### config.mk
export PLATFORM = sky130hd
export DESIGN_NAME = medc_ctrl
export DESIGN_NICKNAME = d
export VERILOG_FILES = /design/src/verilog/medc_pkg.sv /design/src/verilog/medc_ctrl.sv
export SDC_FILE = /design/constraint.sdc
export NUM_CORES = 1
export LEC_CHECK = 0
export ABC_AREA = 1
export BUFFER_PORTS_ARGS = -buffer_cell sky130_fd_sc_hd__buf_2
export CAP_MARGIN = 20
export CORE_MARGIN = 3
export CORE_UTILIZATION = 30
export DETAILED_ROUTE_END_ITERATION = 8
export PLACE_DENSITY = 0.46
export SYNTH_ARGS = -nofsm -noshare
export SYNTH_HDL_FRONTEND = slang
export SYNTH_SLANG_ARGS = --single-unit
### constraint.sdc
create_clock -name clk -period 5.1 [get_ports clk]
set_input_delay 0.255 -clock clk [delete_from_list [all_inputs] [get_ports clk]]
set_output_delay 0.255 -clock clk [all_outputs]
set_load 0.05 [all_outputs]
### src/verilog/medc_pkg.sv
// Package with offsets, field positions and reset values of the MAC control block
// Overview of operation
// - Rx usage upper half: out-FIFO plus frame-FIFO bytes
// - Rx usage lower half: out-FIFO bytes, reset zero
// - Tx usage upper half: in-FIFO plus frame-FIFO bytes
// - Tx usage lower half: in-FIFO bytes, reset zero
// - Clock halt enable stops transmit clock during LPI
// - Clock halt enable ignored at 100 Mbps
// - Energy efficient bit turns LPI operation on/off
// - LPI works regardless of transmitter/receiver enables
// - Auto exit drops transmit LPI after delay
// - Delay timed from LPI start, separate register
// - Polarity bit resets one, selects full-duplex level
// - Auto duplex uses indicator, writes back duplex bit
// - Without auto duplex, programmed duplex bit rules
package medc_pkg;

   // Byte addresses on the register bus
   localparam logic [11:0] ADDR_RX_USAGE    = 12'h0D4;  // rx_path_byte_usage
   localparam logic [11:0] ADDR_TX_USAGE    = 12'h0D8;  // tx_path_byte_usage
   localparam logic [11:0] ADDR_MAC_CTRL    = 12'h100;  // mac_operating_control
   localparam logic [11:0] ADDR_EXIT_DELAY  = 12'h104;  // lpi_auto_exit_delay
   localparam logic [11:0] ADDR_MISC_CTRL   = 12'h108;  // Protection and soft reset

   // Bit positions in mac_operating_control
   localparam int BIT_CLK_HALT    = 18;  // lpi_tx_clock_halt_enable
   localparam int BIT_EEE_ON      = 17;  // energy_efficient_on
   localparam int BIT_AUTO_EXIT   = 16;  // lpi_auto_exit_enable
   localparam int BIT_DPX_POL     = 13;  // duplex_indicator_polarity
   localparam int BIT_AUTO_DPX    = 12;  // Automatic duplex detection
   localparam int BIT_DPX_SEL     = 3;   // duplex_select
   localparam int BIT_TX_ON       = 1;   // transmitter_on
   localparam int BIT_RX_ON       = 0;   // receiver_on

   // Bit positions in the miscellaneous control register
   localparam int BIT_PROTECT     = 0;   // Reset protection, read/write
   localparam int BIT_SOFT_RESET  = 1;   // Write one for a soft reset, reads zero

   // Width in bits of the auto exit delay, which counts clock cycles
   localparam int DELAY_W         = 24;

   // Reset values
   localparam logic [31:0] RST_USAGE      = 32'h0000_0000;
   localparam logic        RST_CLK_HALT   = 1'h0;
   localparam logic        RST_EEE_ON     = 1'h0;
   localparam logic        RST_AUTO_EXIT  = 1'h0;
   localparam logic        RST_DPX_POL    = 1'h1;
   localparam logic        RST_AUTO_DPX   = 1'h0;
   localparam logic        RST_DPX_SEL    = 1'h0;
   localparam logic        RST_TX_ON      = 1'h0;
   localparam logic        RST_RX_ON      = 1'h0;
   localparam logic        RST_PROTECT    = 1'h0;
   localparam logic [23:0] RST_EXIT_DELAY = 24'h00_0000;

   // Transmit LPI sequencing, one-hot
   typedef enum logic [2:0]
   {
      MEDC_LPI_IDLE   = 3'h1,   // No LPI requested
      MEDC_LPI_ACTIVE = 3'h2,   // LPI signalled toward the PHY
      MEDC_LPI_EXITED = 3'h4    // Auto exit fired, waiting for request to drop
   } medc_lpi_t;

endpackage

### src/verilog/medc_ctrl.sv
// Datapath occupancy, energy efficient and duplex control with a Wishbone slave
`timescale 1ns/1ps
`default_nettype none

module medc_ctrl
(
   input  wire logic        clk,                    // System clock, 10 MHz
   input  wire logic        rst_n,                  // Asynchronous reset, active low
   // Classic Wishbone slave
   input  wire logic        wb_cyc_i,               // Cycle in progress
   input  wire logic        wb_stb_i,               // Strobe
   input  wire logic        wb_we_i,                // Write when high
   input  wire logic [11:0] wb_adr_i,               // Byte address
   input  wire logic [3:0]  wb_sel_i,               // Byte enables
   input  wire logic [31:0] wb_dat_i,               // Write data
   output logic      [31:0] wb_dat_o,               // Read data
   output logic             wb_ack_o,               // Acknowledge
   // Occupancy counts from the FIFO controllers, same clock
   input  wire logic [15:0] usb_out_fifo_bytes,     // Bytes held in the USB out FIFO
   input  wire logic [15:0] rx_frame_fifo_bytes,    // Bytes held in the receive frame FIFO
   input  wire logic [15:0] usb_in_fifo_bytes,      // Bytes held in the USB in FIFO
   input  wire logic [15:0] tx_frame_fifo_bytes,    // Bytes held in the transmit frame FIFO
   // MAC side, same clock
   input  wire logic        speed_100m,             // MAC runs at 100 Mbps
   input  wire logic        tx_lpi_request,         // Transmit path asks for LPI
   input  wire logic        rx_lpi_indication,      // Receive decoder sees LPI
   // PHY duplex indicator pin, asynchronous
   input  wire logic        full_duplex_indicator,  // PHY duplex level
   // Results
   output logic             full_duplex,            // Active duplex mode, high is full
   output logic             tx_lpi_active,          // Transmit LPI signalled
   output logic             gtx_clk_halt,           // Stop the transmit clock toward PHY
   output logic             rx_lpi_seen,            // Receive LPI decoded
   output logic             transmitter_on,         // Transmitter enable to MAC
   output logic             receiver_on             // Receiver enable to MAC
);

   // All state of the block in one record
   typedef struct packed
   {
      logic                             ack;         // Bus acknowledge
      logic [31:0]                      rdata;       // Bus read data
      logic [31:0]                      rx_usage;    // Sampled receive occupancy
      logic [31:0]                      tx_usage;    // Sampled transmit occupancy
      logic                             clk_halt;    // lpi_tx_clock_halt_enable
      logic                             eee_on;      // energy_efficient_on
      logic                             auto_exit;   // lpi_auto_exit_enable
      logic                             dpx_pol;     // duplex_indicator_polarity
      logic                             auto_dpx;    // Automatic duplex detection
      logic                             dpx_sel;     // duplex_select
      logic                             tx_on;       // transmitter_on
      logic                             rx_on;       // receiver_on
      logic                             protect;     // Reset protection
      logic [medc_pkg::DELAY_W-1:0]     exit_delay;  // lpi_auto_exit_delay
      medc_pkg::medc_lpi_t              lpi_state;   // Transmit LPI sequencer
      logic [medc_pkg::DELAY_W-1:0]     lpi_count;   // Cycles since LPI began
      logic                             dpx_sync1;   // Indicator synchroniser, first stage
      logic                             dpx_sync2;   // Indicator synchroniser, second stage
      logic                             full_dpx;    // Registered duplex result
      logic                             tx_lpi;      // Registered transmit LPI
      logic                             gtx_halt;    // Registered clock halt
      logic                             rx_lpi;      // Registered receive LPI
   } medc_state_t;

   medc_state_t s;       // Current state
   medc_state_t next_s;  // Next state

   // Outputs straight from the state flops
   assign wb_ack_o       = s.ack;
   assign wb_dat_o       = s.rdata;
   assign full_duplex    = s.full_dpx;
   assign tx_lpi_active  = s.tx_lpi;
   assign gtx_clk_halt   = s.gtx_halt;
   assign rx_lpi_seen    = s.rx_lpi;
   assign transmitter_on = s.tx_on;
   assign receiver_on    = s.rx_on;

   // Next state of every field
   always_comb
   begin
      logic        req;        // New bus request this cycle
      logic        wr;         // Write request
      logic [31:0] ctrl_rd;    // Control register read image
      logic        detected;   // Duplex seen on the indicator
      logic        lpi_req;    // Qualified LPI request
      logic [16:0] rx_sum;     // Receive total before truncation
      logic [16:0] tx_sum;     // Transmit total before truncation

      next_s   = s;
      req      = wb_cyc_i && wb_stb_i && !s.ack;
      wr       = req && wb_we_i;
      ctrl_rd  = 32'h0000_0000;
      detected = 1'h0;
      lpi_req  = 1'h0;
      rx_sum   = 17'h0_0000;
      tx_sum   = 17'h0_0000;

      // Occupancy sampled every cycle; totals wrap at 16 bits like the counters feeding them
      rx_sum = {1'h0, usb_out_fifo_bytes} + {1'h0, rx_frame_fifo_bytes};
      tx_sum = {1'h0, usb_in_fifo_bytes} + {1'h0, tx_frame_fifo_bytes};
      next_s.rx_usage = {rx_sum[15:0], usb_out_fifo_bytes};
      next_s.tx_usage = {tx_sum[15:0], usb_in_fifo_bytes};

      // Control register image; unlisted bits stay zero
      ctrl_rd[medc_pkg::BIT_CLK_HALT]  = s.clk_halt;
      ctrl_rd[medc_pkg::BIT_EEE_ON]    = s.eee_on;
      ctrl_rd[medc_pkg::BIT_AUTO_EXIT] = s.auto_exit;
      ctrl_rd[medc_pkg::BIT_DPX_POL]   = s.dpx_pol;
      ctrl_rd[medc_pkg::BIT_AUTO_DPX]  = s.auto_dpx;
      ctrl_rd[medc_pkg::BIT_DPX_SEL]   = s.dpx_sel;
      ctrl_rd[medc_pkg::BIT_TX_ON]     = s.tx_on;
      ctrl_rd[medc_pkg::BIT_RX_ON]     = s.rx_on;

      // Acknowledge one cycle after the request, drop it the cycle after
      next_s.ack   = req;
      next_s.rdata = 32'h0000_0000;
      if (req && !wb_we_i)
      begin
         // Read mux; unmapped addresses answer zero
         case (wb_adr_i)
            medc_pkg::ADDR_RX_USAGE:   next_s.rdata = s.rx_usage;
            medc_pkg::ADDR_TX_USAGE:   next_s.rdata = s.tx_usage;
            medc_pkg::ADDR_MAC_CTRL:   next_s.rdata = ctrl_rd;
            medc_pkg::ADDR_EXIT_DELAY: next_s.rdata = {8'h00, s.exit_delay};
            medc_pkg::ADDR_MISC_CTRL:  next_s.rdata = {31'h0000_0000, s.protect};
            default:                   next_s.rdata = 32'h0000_0000;
         endcase
      end

      // Control register write, per byte lane; usage registers take no write
      if (wr && wb_adr_i == medc_pkg::ADDR_MAC_CTRL)
      begin
         // Byte 2 holds the energy efficient controls
         if (wb_sel_i[2])
         begin
            next_s.clk_halt  = wb_dat_i[medc_pkg::BIT_CLK_HALT];
            next_s.eee_on    = wb_dat_i[medc_pkg::BIT_EEE_ON];
            next_s.auto_exit = wb_dat_i[medc_pkg::BIT_AUTO_EXIT];
         end
         // Byte 1 holds the duplex controls
         if (wb_sel_i[1])
         begin
            next_s.dpx_pol  = wb_dat_i[medc_pkg::BIT_DPX_POL];
            next_s.auto_dpx = wb_dat_i[medc_pkg::BIT_AUTO_DPX];
         end
         // Byte 0 holds duplex select and the path enables
         if (wb_sel_i[0])
         begin
            next_s.dpx_sel = wb_dat_i[medc_pkg::BIT_DPX_SEL];
            next_s.tx_on   = wb_dat_i[medc_pkg::BIT_TX_ON];
            next_s.rx_on   = wb_dat_i[medc_pkg::BIT_RX_ON];
         end
      end

      // Auto exit delay write, three low byte lanes
      if (wr && wb_adr_i == medc_pkg::ADDR_EXIT_DELAY)
      begin
         if (wb_sel_i[0])
            next_s.exit_delay[7:0] = wb_dat_i[7:0];
         if (wb_sel_i[1])
            next_s.exit_delay[15:8] = wb_dat_i[15:8];
         if (wb_sel_i[2])
            next_s.exit_delay[23:16] = wb_dat_i[23:16];
      end

      // Protection bit and soft reset share byte 0
      if (wr && wb_adr_i == medc_pkg::ADDR_MISC_CTRL && wb_sel_i[0])
      begin
         next_s.protect = wb_dat_i[medc_pkg::BIT_PROTECT];
         // Soft reset uses the protection value already held, not the one written with it
         if (wb_dat_i[medc_pkg::BIT_SOFT_RESET] && !s.protect)
         begin
            next_s.clk_halt   = medc_pkg::RST_CLK_HALT;
            next_s.eee_on     = medc_pkg::RST_EEE_ON;
            next_s.auto_exit  = medc_pkg::RST_AUTO_EXIT;
            next_s.dpx_pol    = medc_pkg::RST_DPX_POL;
            next_s.auto_dpx   = medc_pkg::RST_AUTO_DPX;
            next_s.dpx_sel    = medc_pkg::RST_DPX_SEL;
            next_s.tx_on      = medc_pkg::RST_TX_ON;
            next_s.rx_on      = medc_pkg::RST_RX_ON;
         end
      end

      // Indicator pin passes two flops before it is used
      next_s.dpx_sync1 = full_duplex_indicator;
      next_s.dpx_sync2 = s.dpx_sync1;

      // Polarity one means a high level is full duplex
      detected = s.dpx_pol ? s.dpx_sync2 : !s.dpx_sync2;

      // Auto detection overrides and writes back the duplex bit, winning over software
      if (next_s.auto_dpx)
      begin
         next_s.dpx_sel = detected;
      end
      next_s.full_dpx = next_s.auto_dpx ? detected : next_s.dpx_sel;

      // LPI request qualified only by the energy efficient bit, not by tx_on
      lpi_req = tx_lpi_request && s.eee_on;

      // Transmit LPI sequencer
      case (s.lpi_state)
         medc_pkg::MEDC_LPI_IDLE:
         begin
            next_s.lpi_count = '0;
            if (lpi_req)
               next_s.lpi_state = medc_pkg::MEDC_LPI_ACTIVE;
         end
         medc_pkg::MEDC_LPI_ACTIVE:
         begin
            // Delay counts from the first cycle of LPI signalling
            if (!lpi_req)
               next_s.lpi_state = medc_pkg::MEDC_LPI_IDLE;
            else if (s.auto_exit && s.lpi_count >= s.exit_delay)
               next_s.lpi_state = medc_pkg::MEDC_LPI_EXITED;
            else
               next_s.lpi_count = s.lpi_count + 1'h1;
         end
         medc_pkg::MEDC_LPI_EXITED:
         begin
            // Stays out of LPI until the request is withdrawn
            if (!lpi_req)
               next_s.lpi_state = medc_pkg::MEDC_LPI_IDLE;
         end
         default:
         begin
            next_s.lpi_state = medc_pkg::MEDC_LPI_IDLE;
         end
      endcase

      // Results registered from the next sequencer state
      next_s.tx_lpi = (next_s.lpi_state == medc_pkg::MEDC_LPI_ACTIVE);
      // Clock halt only while in LPI and never at 100 Mbps
      next_s.gtx_halt = next_s.tx_lpi && s.clk_halt && !speed_100m;
      // Receive LPI decoded even with the receiver off
      next_s.rx_lpi = rx_lpi_indication && s.eee_on;
   end

   // State register; reset loads constants only
   always_ff @(posedge clk or negedge rst_n)
   begin
      if (!rst_n)
      begin
         s            <= '0;
         s.rx_usage   <= medc_pkg::RST_USAGE;
         s.tx_usage   <= medc_pkg::RST_USAGE;
         s.clk_halt   <= medc_pkg::RST_CLK_HALT;
         s.eee_on     <= medc_pkg::RST_EEE_ON;
         s.auto_exit  <= medc_pkg::RST_AUTO_EXIT;
         s.dpx_pol    <= medc_pkg::RST_DPX_POL;
         s.auto_dpx   <= medc_pkg::RST_AUTO_DPX;
         s.dpx_sel    <= medc_pkg::RST_DPX_SEL;
         s.tx_on      <= medc_pkg::RST_TX_ON;
         s.rx_on      <= medc_pkg::RST_RX_ON;
         s.protect    <= medc_pkg::RST_PROTECT;
         s.exit_delay <= medc_pkg::RST_EXIT_DELAY;
         s.lpi_state  <= medc_pkg::MEDC_LPI_IDLE;
      end
      else
      begin
         s <= next_s;
      end
   end

endmodule

`default_nettype wire

Word-level counts from Yosys, hierarchy flattened

Cells that the tools add are included.

Multiplexer cells: 19
Equality and inequality tests: 11
Magnitude comparators: 1
$add $sub $neg: 3
Reduce and logical (&&, ||, !) cells: 24

Operators by type and width:

| kind                    | number |
|---|---|
| $pmux W32 S5            | 1 |
| $mux W24                | 2 |
| $pmux W24 S2            | 1 |
| $eq A12 B9 Y1 const B   | 3 |
| $add A16 B16 Y16        | 2 |
| $mux W32                | 1 |
| $add A24 B1 Y24 const B | 1 |
| $eq A12 B8 Y1 const B   | 2 |
| $ge A24 B24 Y1          | 1 |
| $mux W3                 | 6 |
| $mux W8                 | 2 |
| $logic_and A1 B1 Y1     | 14 |
| $mux W9                 | 1 |
| $pmux W3 S3             | 1 |
| $eq A3 B2 Y1 const B    | 2 |
| $reduce_and A2 Y1       | 3 |
| $logic_not A1 Y1        | 5 |
| $ne A2 B2 Y1 const B    | 2 |
| $eq A3 B1 Y1 const B    | 1 |
| $eq A3 B3 Y1 const B    | 1 |
| $mux W1                 | 3 |
| $reduce_and A3 Y1       | 1 |
| $mux W2                 | 1 |
| $reduce_bool A2 Y1      | 1 |

Register bits: 163
Input port bits: 121
Word-level logic and storage cells: 82
Output and inout port bits: 39

Longest topological paths before layout

Depth after elaboration: 9
Mapped depth: 17
Gate-level depth less buffers: 16

Least setup slack after synthesis

OpenSTA, ideal clock, no wires.

Path type: reg-to-reg
Start: reg s[25] (netlist bit)
End: reg s[27] (netlist bit)
Slack: 3223 ps
Cell stages (with the launch flop): 16
Data required time: 4983 ps
Path buffers: 1
Setup time: 117 ps
Arrival: 1760 ps
Cell sequence: dfrtp_1 -> ha_1 -> nand2_1 -> nor2_1 -> nand2_1 -> nor2_2 -> nand2_1 -> nor2_1 -> nand2_1 -> nand2_1 -> nand2_1 -> nand2_2 -> nand2_4 -> buf_2 -> nand3_1 -> nand2_1

Cells in the longest elaborated chain, start to end: 4
Elaborated cells on any way between the ends: 8
Classes of those cells: 1 x add/sub; 1 x order compare; 1 x eq/ne; 3 x mux; 2 x reduce/logical

Ends and longest elaborated chain:

| what                                                     | line                               | source |
|---|---|---|
| start: declaration                                       | medc_ctrl.sv:65                    | `medc_state_t s;` |
| start signal: assignment                                 | medc_ctrl.sv:261                   | `s <= next_s;` |
| $add A24 B1 Y24 / $ge A24 B24 Y1 (equally long branches) | medc_ctrl.sv:217, medc_ctrl.sv:214 |  |
| $mux W24 / $logic_and A1 B1 Y1 (equally long branches)   | medc_ctrl.sv:214                   | `else if (s.auto_exit && s.lpi_count >= s.exit_delay)` |
| $mux W24 / $ne A2 B2 Y1 (equally long branches)          | -                                  |  |
| $pmux W24 S2 / $reduce_and A3 Y1 (equally long branches) | -                                  |  |

Several ways; a longest one is shown, not always the timed one. The select of a mux whose other input is x is not followed.
A chain may end at the register's enable or synchronous reset.

Final worst setup path

Start: reg s[25] (netlist bit)
End: reg s[13] (netlist bit)

Cells in the longest elaborated chain, start to end: 4

Ends and longest elaborated chain:

| what                        | line |
|---|---|
| $ge A24 B24 Y1              | medc_ctrl.sv:214 |
| $logic_and A1 B1 Y1         | medc_ctrl.sv:214 |
| $ne A2 B2 Y1 (no line)      | - |
| $reduce_and A3 Y1 (no line) | - |

Every way passes these cells.

==> results.md <==
* Status: completed
* Fill cell count at 3,031
* Wire length per cell at 16.6 µm
* Cell area after synthesis at 8720 µm²
* Crit path required time at 5450 ps
* Xor-xnor portion of the synthesized cell area at 4.82%
* Mux contribution to synthesized area at 0.645%
* Critical path type: reg2reg
* Post-route ant nets at 0
* Seq/Total Area, Yosys at 46.5%
* Complex-gate fraction of the synthesized area at 9.54%
* Post-synth EDFFs at 0
* Max Clock Freq at 384 MHz
* Reg2reg start: s[25]
* RSZ-0062 raised after global routing: false
* Leak at 5.26 nW
* Clock skew at 8.35 ps
* Sw Ratio at 24.8%
* CP Max Fanout at 26
* DR vias at 7,264
* FF+latch count, synth at 162
* Net Switching at 0.745 mW
* CTS Sinks at 162
* CTS tree: done
* Die W at 177 µm
* Worst vdd ir at 0.199 mV
* Synth top area cells: dfrtp_1 (46%), nand2_1 (9.8%), ha_1 (7.9%)
* Final Power at 3.01 mW
* GRT overflow at 0
* Max-capacitance violation count at 0
* Largest family of logic cells by synthesized area: simple AND/OR/NAND/NOR gates
* Biggest area consumer among synthesized cells: dfrtp_1
* First-pass GRT wire length at 40,600 µm
* GR Util All Layers at 17.0%
* Syn Inst Count at 1,023
* Post-Synth Simple-Gate Area at 21.4%
* Vias per cell at 4.63
* Die H at 177 µm
* Int Power at 2.26 mW
* Tmin final at 2610 ps
* Post-layout util at 37.5%
* RR Endpoint: s[13]
* PortBufs at 150
* Initial core utilization at 30.9%
* Antenna violations before repair at 1
* Synth warn at 0
* Die area at 31,200 µm²
* DR pass1 iterations at 4
* Relative slew slack at 36.1%
* Final setup fails at 0
* Vias in the first global route at 7,277
* R2R cell count at 15
* Final nets at 1,354
* CTS Buffer Depth at 2
* H-tree levels at 4
* Asr flop ratio synth at 100%
* Final hold vios at 0
* Crit path top cell by count: nand2_1
* CTS Buf Count at 17
* Most frequent cells in the layout: nand2_1 (227), dfrtp_1 (160), buf_2 (149)
* Hold-fix buffers, CTS at 30
* I/O pins at 160
* Row count at 61
* Synth unique cells at 43
* CORE AREA at 28,200 µm²
* Worst path slowest cell: dfrtp_1
* Tcrit/Tclk final at 51.1%
* Reg power frac at 45.8%
* Initial DRC Count at 448
* Setup TNS at 0 ps
* Synth Area in Adders at 8.35%
* Synthesized Nets at 1,201
* Area Growth Syn to Fin at 21.4%
* FF-to-FF setup slack at 2490 ps
* Routed WL at 26,000 µm
* CP endpoint kind: flip-flop
* Maximum number of pins on one net before global-route repair at 76
* Worst slew pin tran at 957 ps
* Worst Setup EP: s[13]
* Worst Setup Start Kind: flip-flop
* Post-synth top flop: dfrtp_1
* Layout cells sized above 1 at 17.3%
* Synth top area share at 45.9%
* Cell breakdown of the critical path: ha_1, nand2_1, nor2_1, nand2_1, nor2_2, nand2_1, nor2_1, nand2_1, nand2_1, nand2_1, nand2_2, nand2_4, nand2_4, nand2_1, nand2_1
* Drt drc at 0
* Worst EP arrival at 2960 ps
* Cts repair resizes at 0
* Mean Syn Cell Area at 8.53 µm²
* Worst hold path depth at 3
* Clock transition at the registers of the reported paths at 60 ps
* Worst stage delay on the critical path at 460 ps
* Clock network fraction of total power at 44.5%
* Power share of the combinational group at 9.7%
* Max-slew violations at 0
* Clk_lat worst skew at 420 ps
* Commonest non-fill, non-tap cell in the layout: nand2_1
* Crit path launch: s[25]
* Clk root buf: clkbuf_16
* Post-CTS setup buffers at 0
* Post-DP HPWL at 20,000 µm
* PD cells at 284 nW/µm²
* Hold Path Class: in2reg
* Gp weighted congestion at 0.913
-- synth_stat cells (4+ instances only) --
cell and count:
inv_1 108, dfrtp_1 160, nor2_2 5, a21oi_1 69
o21ai_0 23, ha_1 55, nand3_1 53, a41oi_1 7
nor2_1 120, buf_2 7, xor2_1 34, buf_4 33
xnor2_1 14, nand4_1 12, nand2_1 227, o31ai_1 4
clkbuf_1 11, o21ai_1 9, a221oi_1 16, mux2_1 4
nor3_1 16
-- worst min path at each step --
stage | from | end | slack [ps]
2_1_floorplan | rst_n | gtx_clk_halt | -40
3_3_place_gp | rst_n | s[31] | 190
3_5_place_dp | rst_n | s[31] | 190
4_1_cts | usb_out_fifo_bytes[9] | s[107] | 4
5_1_grt | usb_out_fifo_bytes[10] | s[108] | 5
6_report | rx_lpi_indication | rx_lpi_seen | 30
-- metrics by stage --
stage          std cells  hold slack, ps  cell area (µm²)  worst slack [ps]
2_1_floorplan       1023           -40.6             8720              3220
3_3_place_gp        1502             193             9640              2510
3_5_place_dp        1502             191             9640              2480
4_1_cts             1564            3.71            10600              2440
5_1_grt             1568            5.45            10600              2100
6_report            1568            30.5            10600              2490
-- worst max-delay path: cells and delay by family, from the launching register on --
family	cells	cell delay (ps)
fa+ha+maj	1	330
simple gates	14	1750
flops	1	460
-- logic make-up (layout without fill, tap and decap cells) --
family	Yosys count	after routing
AND/OR/NAND/NOR	446	446
buffers and inverters	165	331
flip-flops	162	162
AO/OA/AOI/OAI	140	140
adder cells (fa/ha/maj)	57	57
XOR/XNOR	48	48
multiplexers	5	5
other	0	1
-- power groups by stage --
stage                     Combinational, mW  Sequential [mW]  Clock, mW
after floorplan                       0.145             1.39          0
after global placement                0.277             1.40          0
after detailed placement              0.276             1.40          0
after CTS                             0.295             1.38       1.37
after global routing                  0.333             1.38       1.43
final                                 0.292             1.38       1.34
-- state kept, by name, indices dropped and copies added, names as in the netlist --
signal	flops
receiver_on	1
transmitter_on	1
rx_lpi_seen	1
wb_dat_o	32
gtx_clk_halt	1
next_s	1
tx_lpi_active	1
wb_ack_o	1
s	123
-- routing by layer --
layer	vias to the layer above	track usage, %	wire length [µm]
met5	-	0	0
met1	3431	25.4	13100
met2	180	25.3	11200
li1	3629	-	-
met4	0	4.55	482
met3	24	3.10	1150
-- layout make-up --
cell class / count / area, µm² / area share [%]
flip-flops and latches: 162 / 4060 / 38.3
multi-input cells: 696 / 3900 / 36.8
repair buffers: 188 / 1120 / 10.6
well taps: 378 / 473 / 4.47
clock buffers: 19 / 443 / 4.18
inverters: 111 / 417 / 3.94
clock inverters: 13 / 171 / 1.62
diodes: 1 / 2.50 / 0.0236
Power figures use the tool's default switching activity.
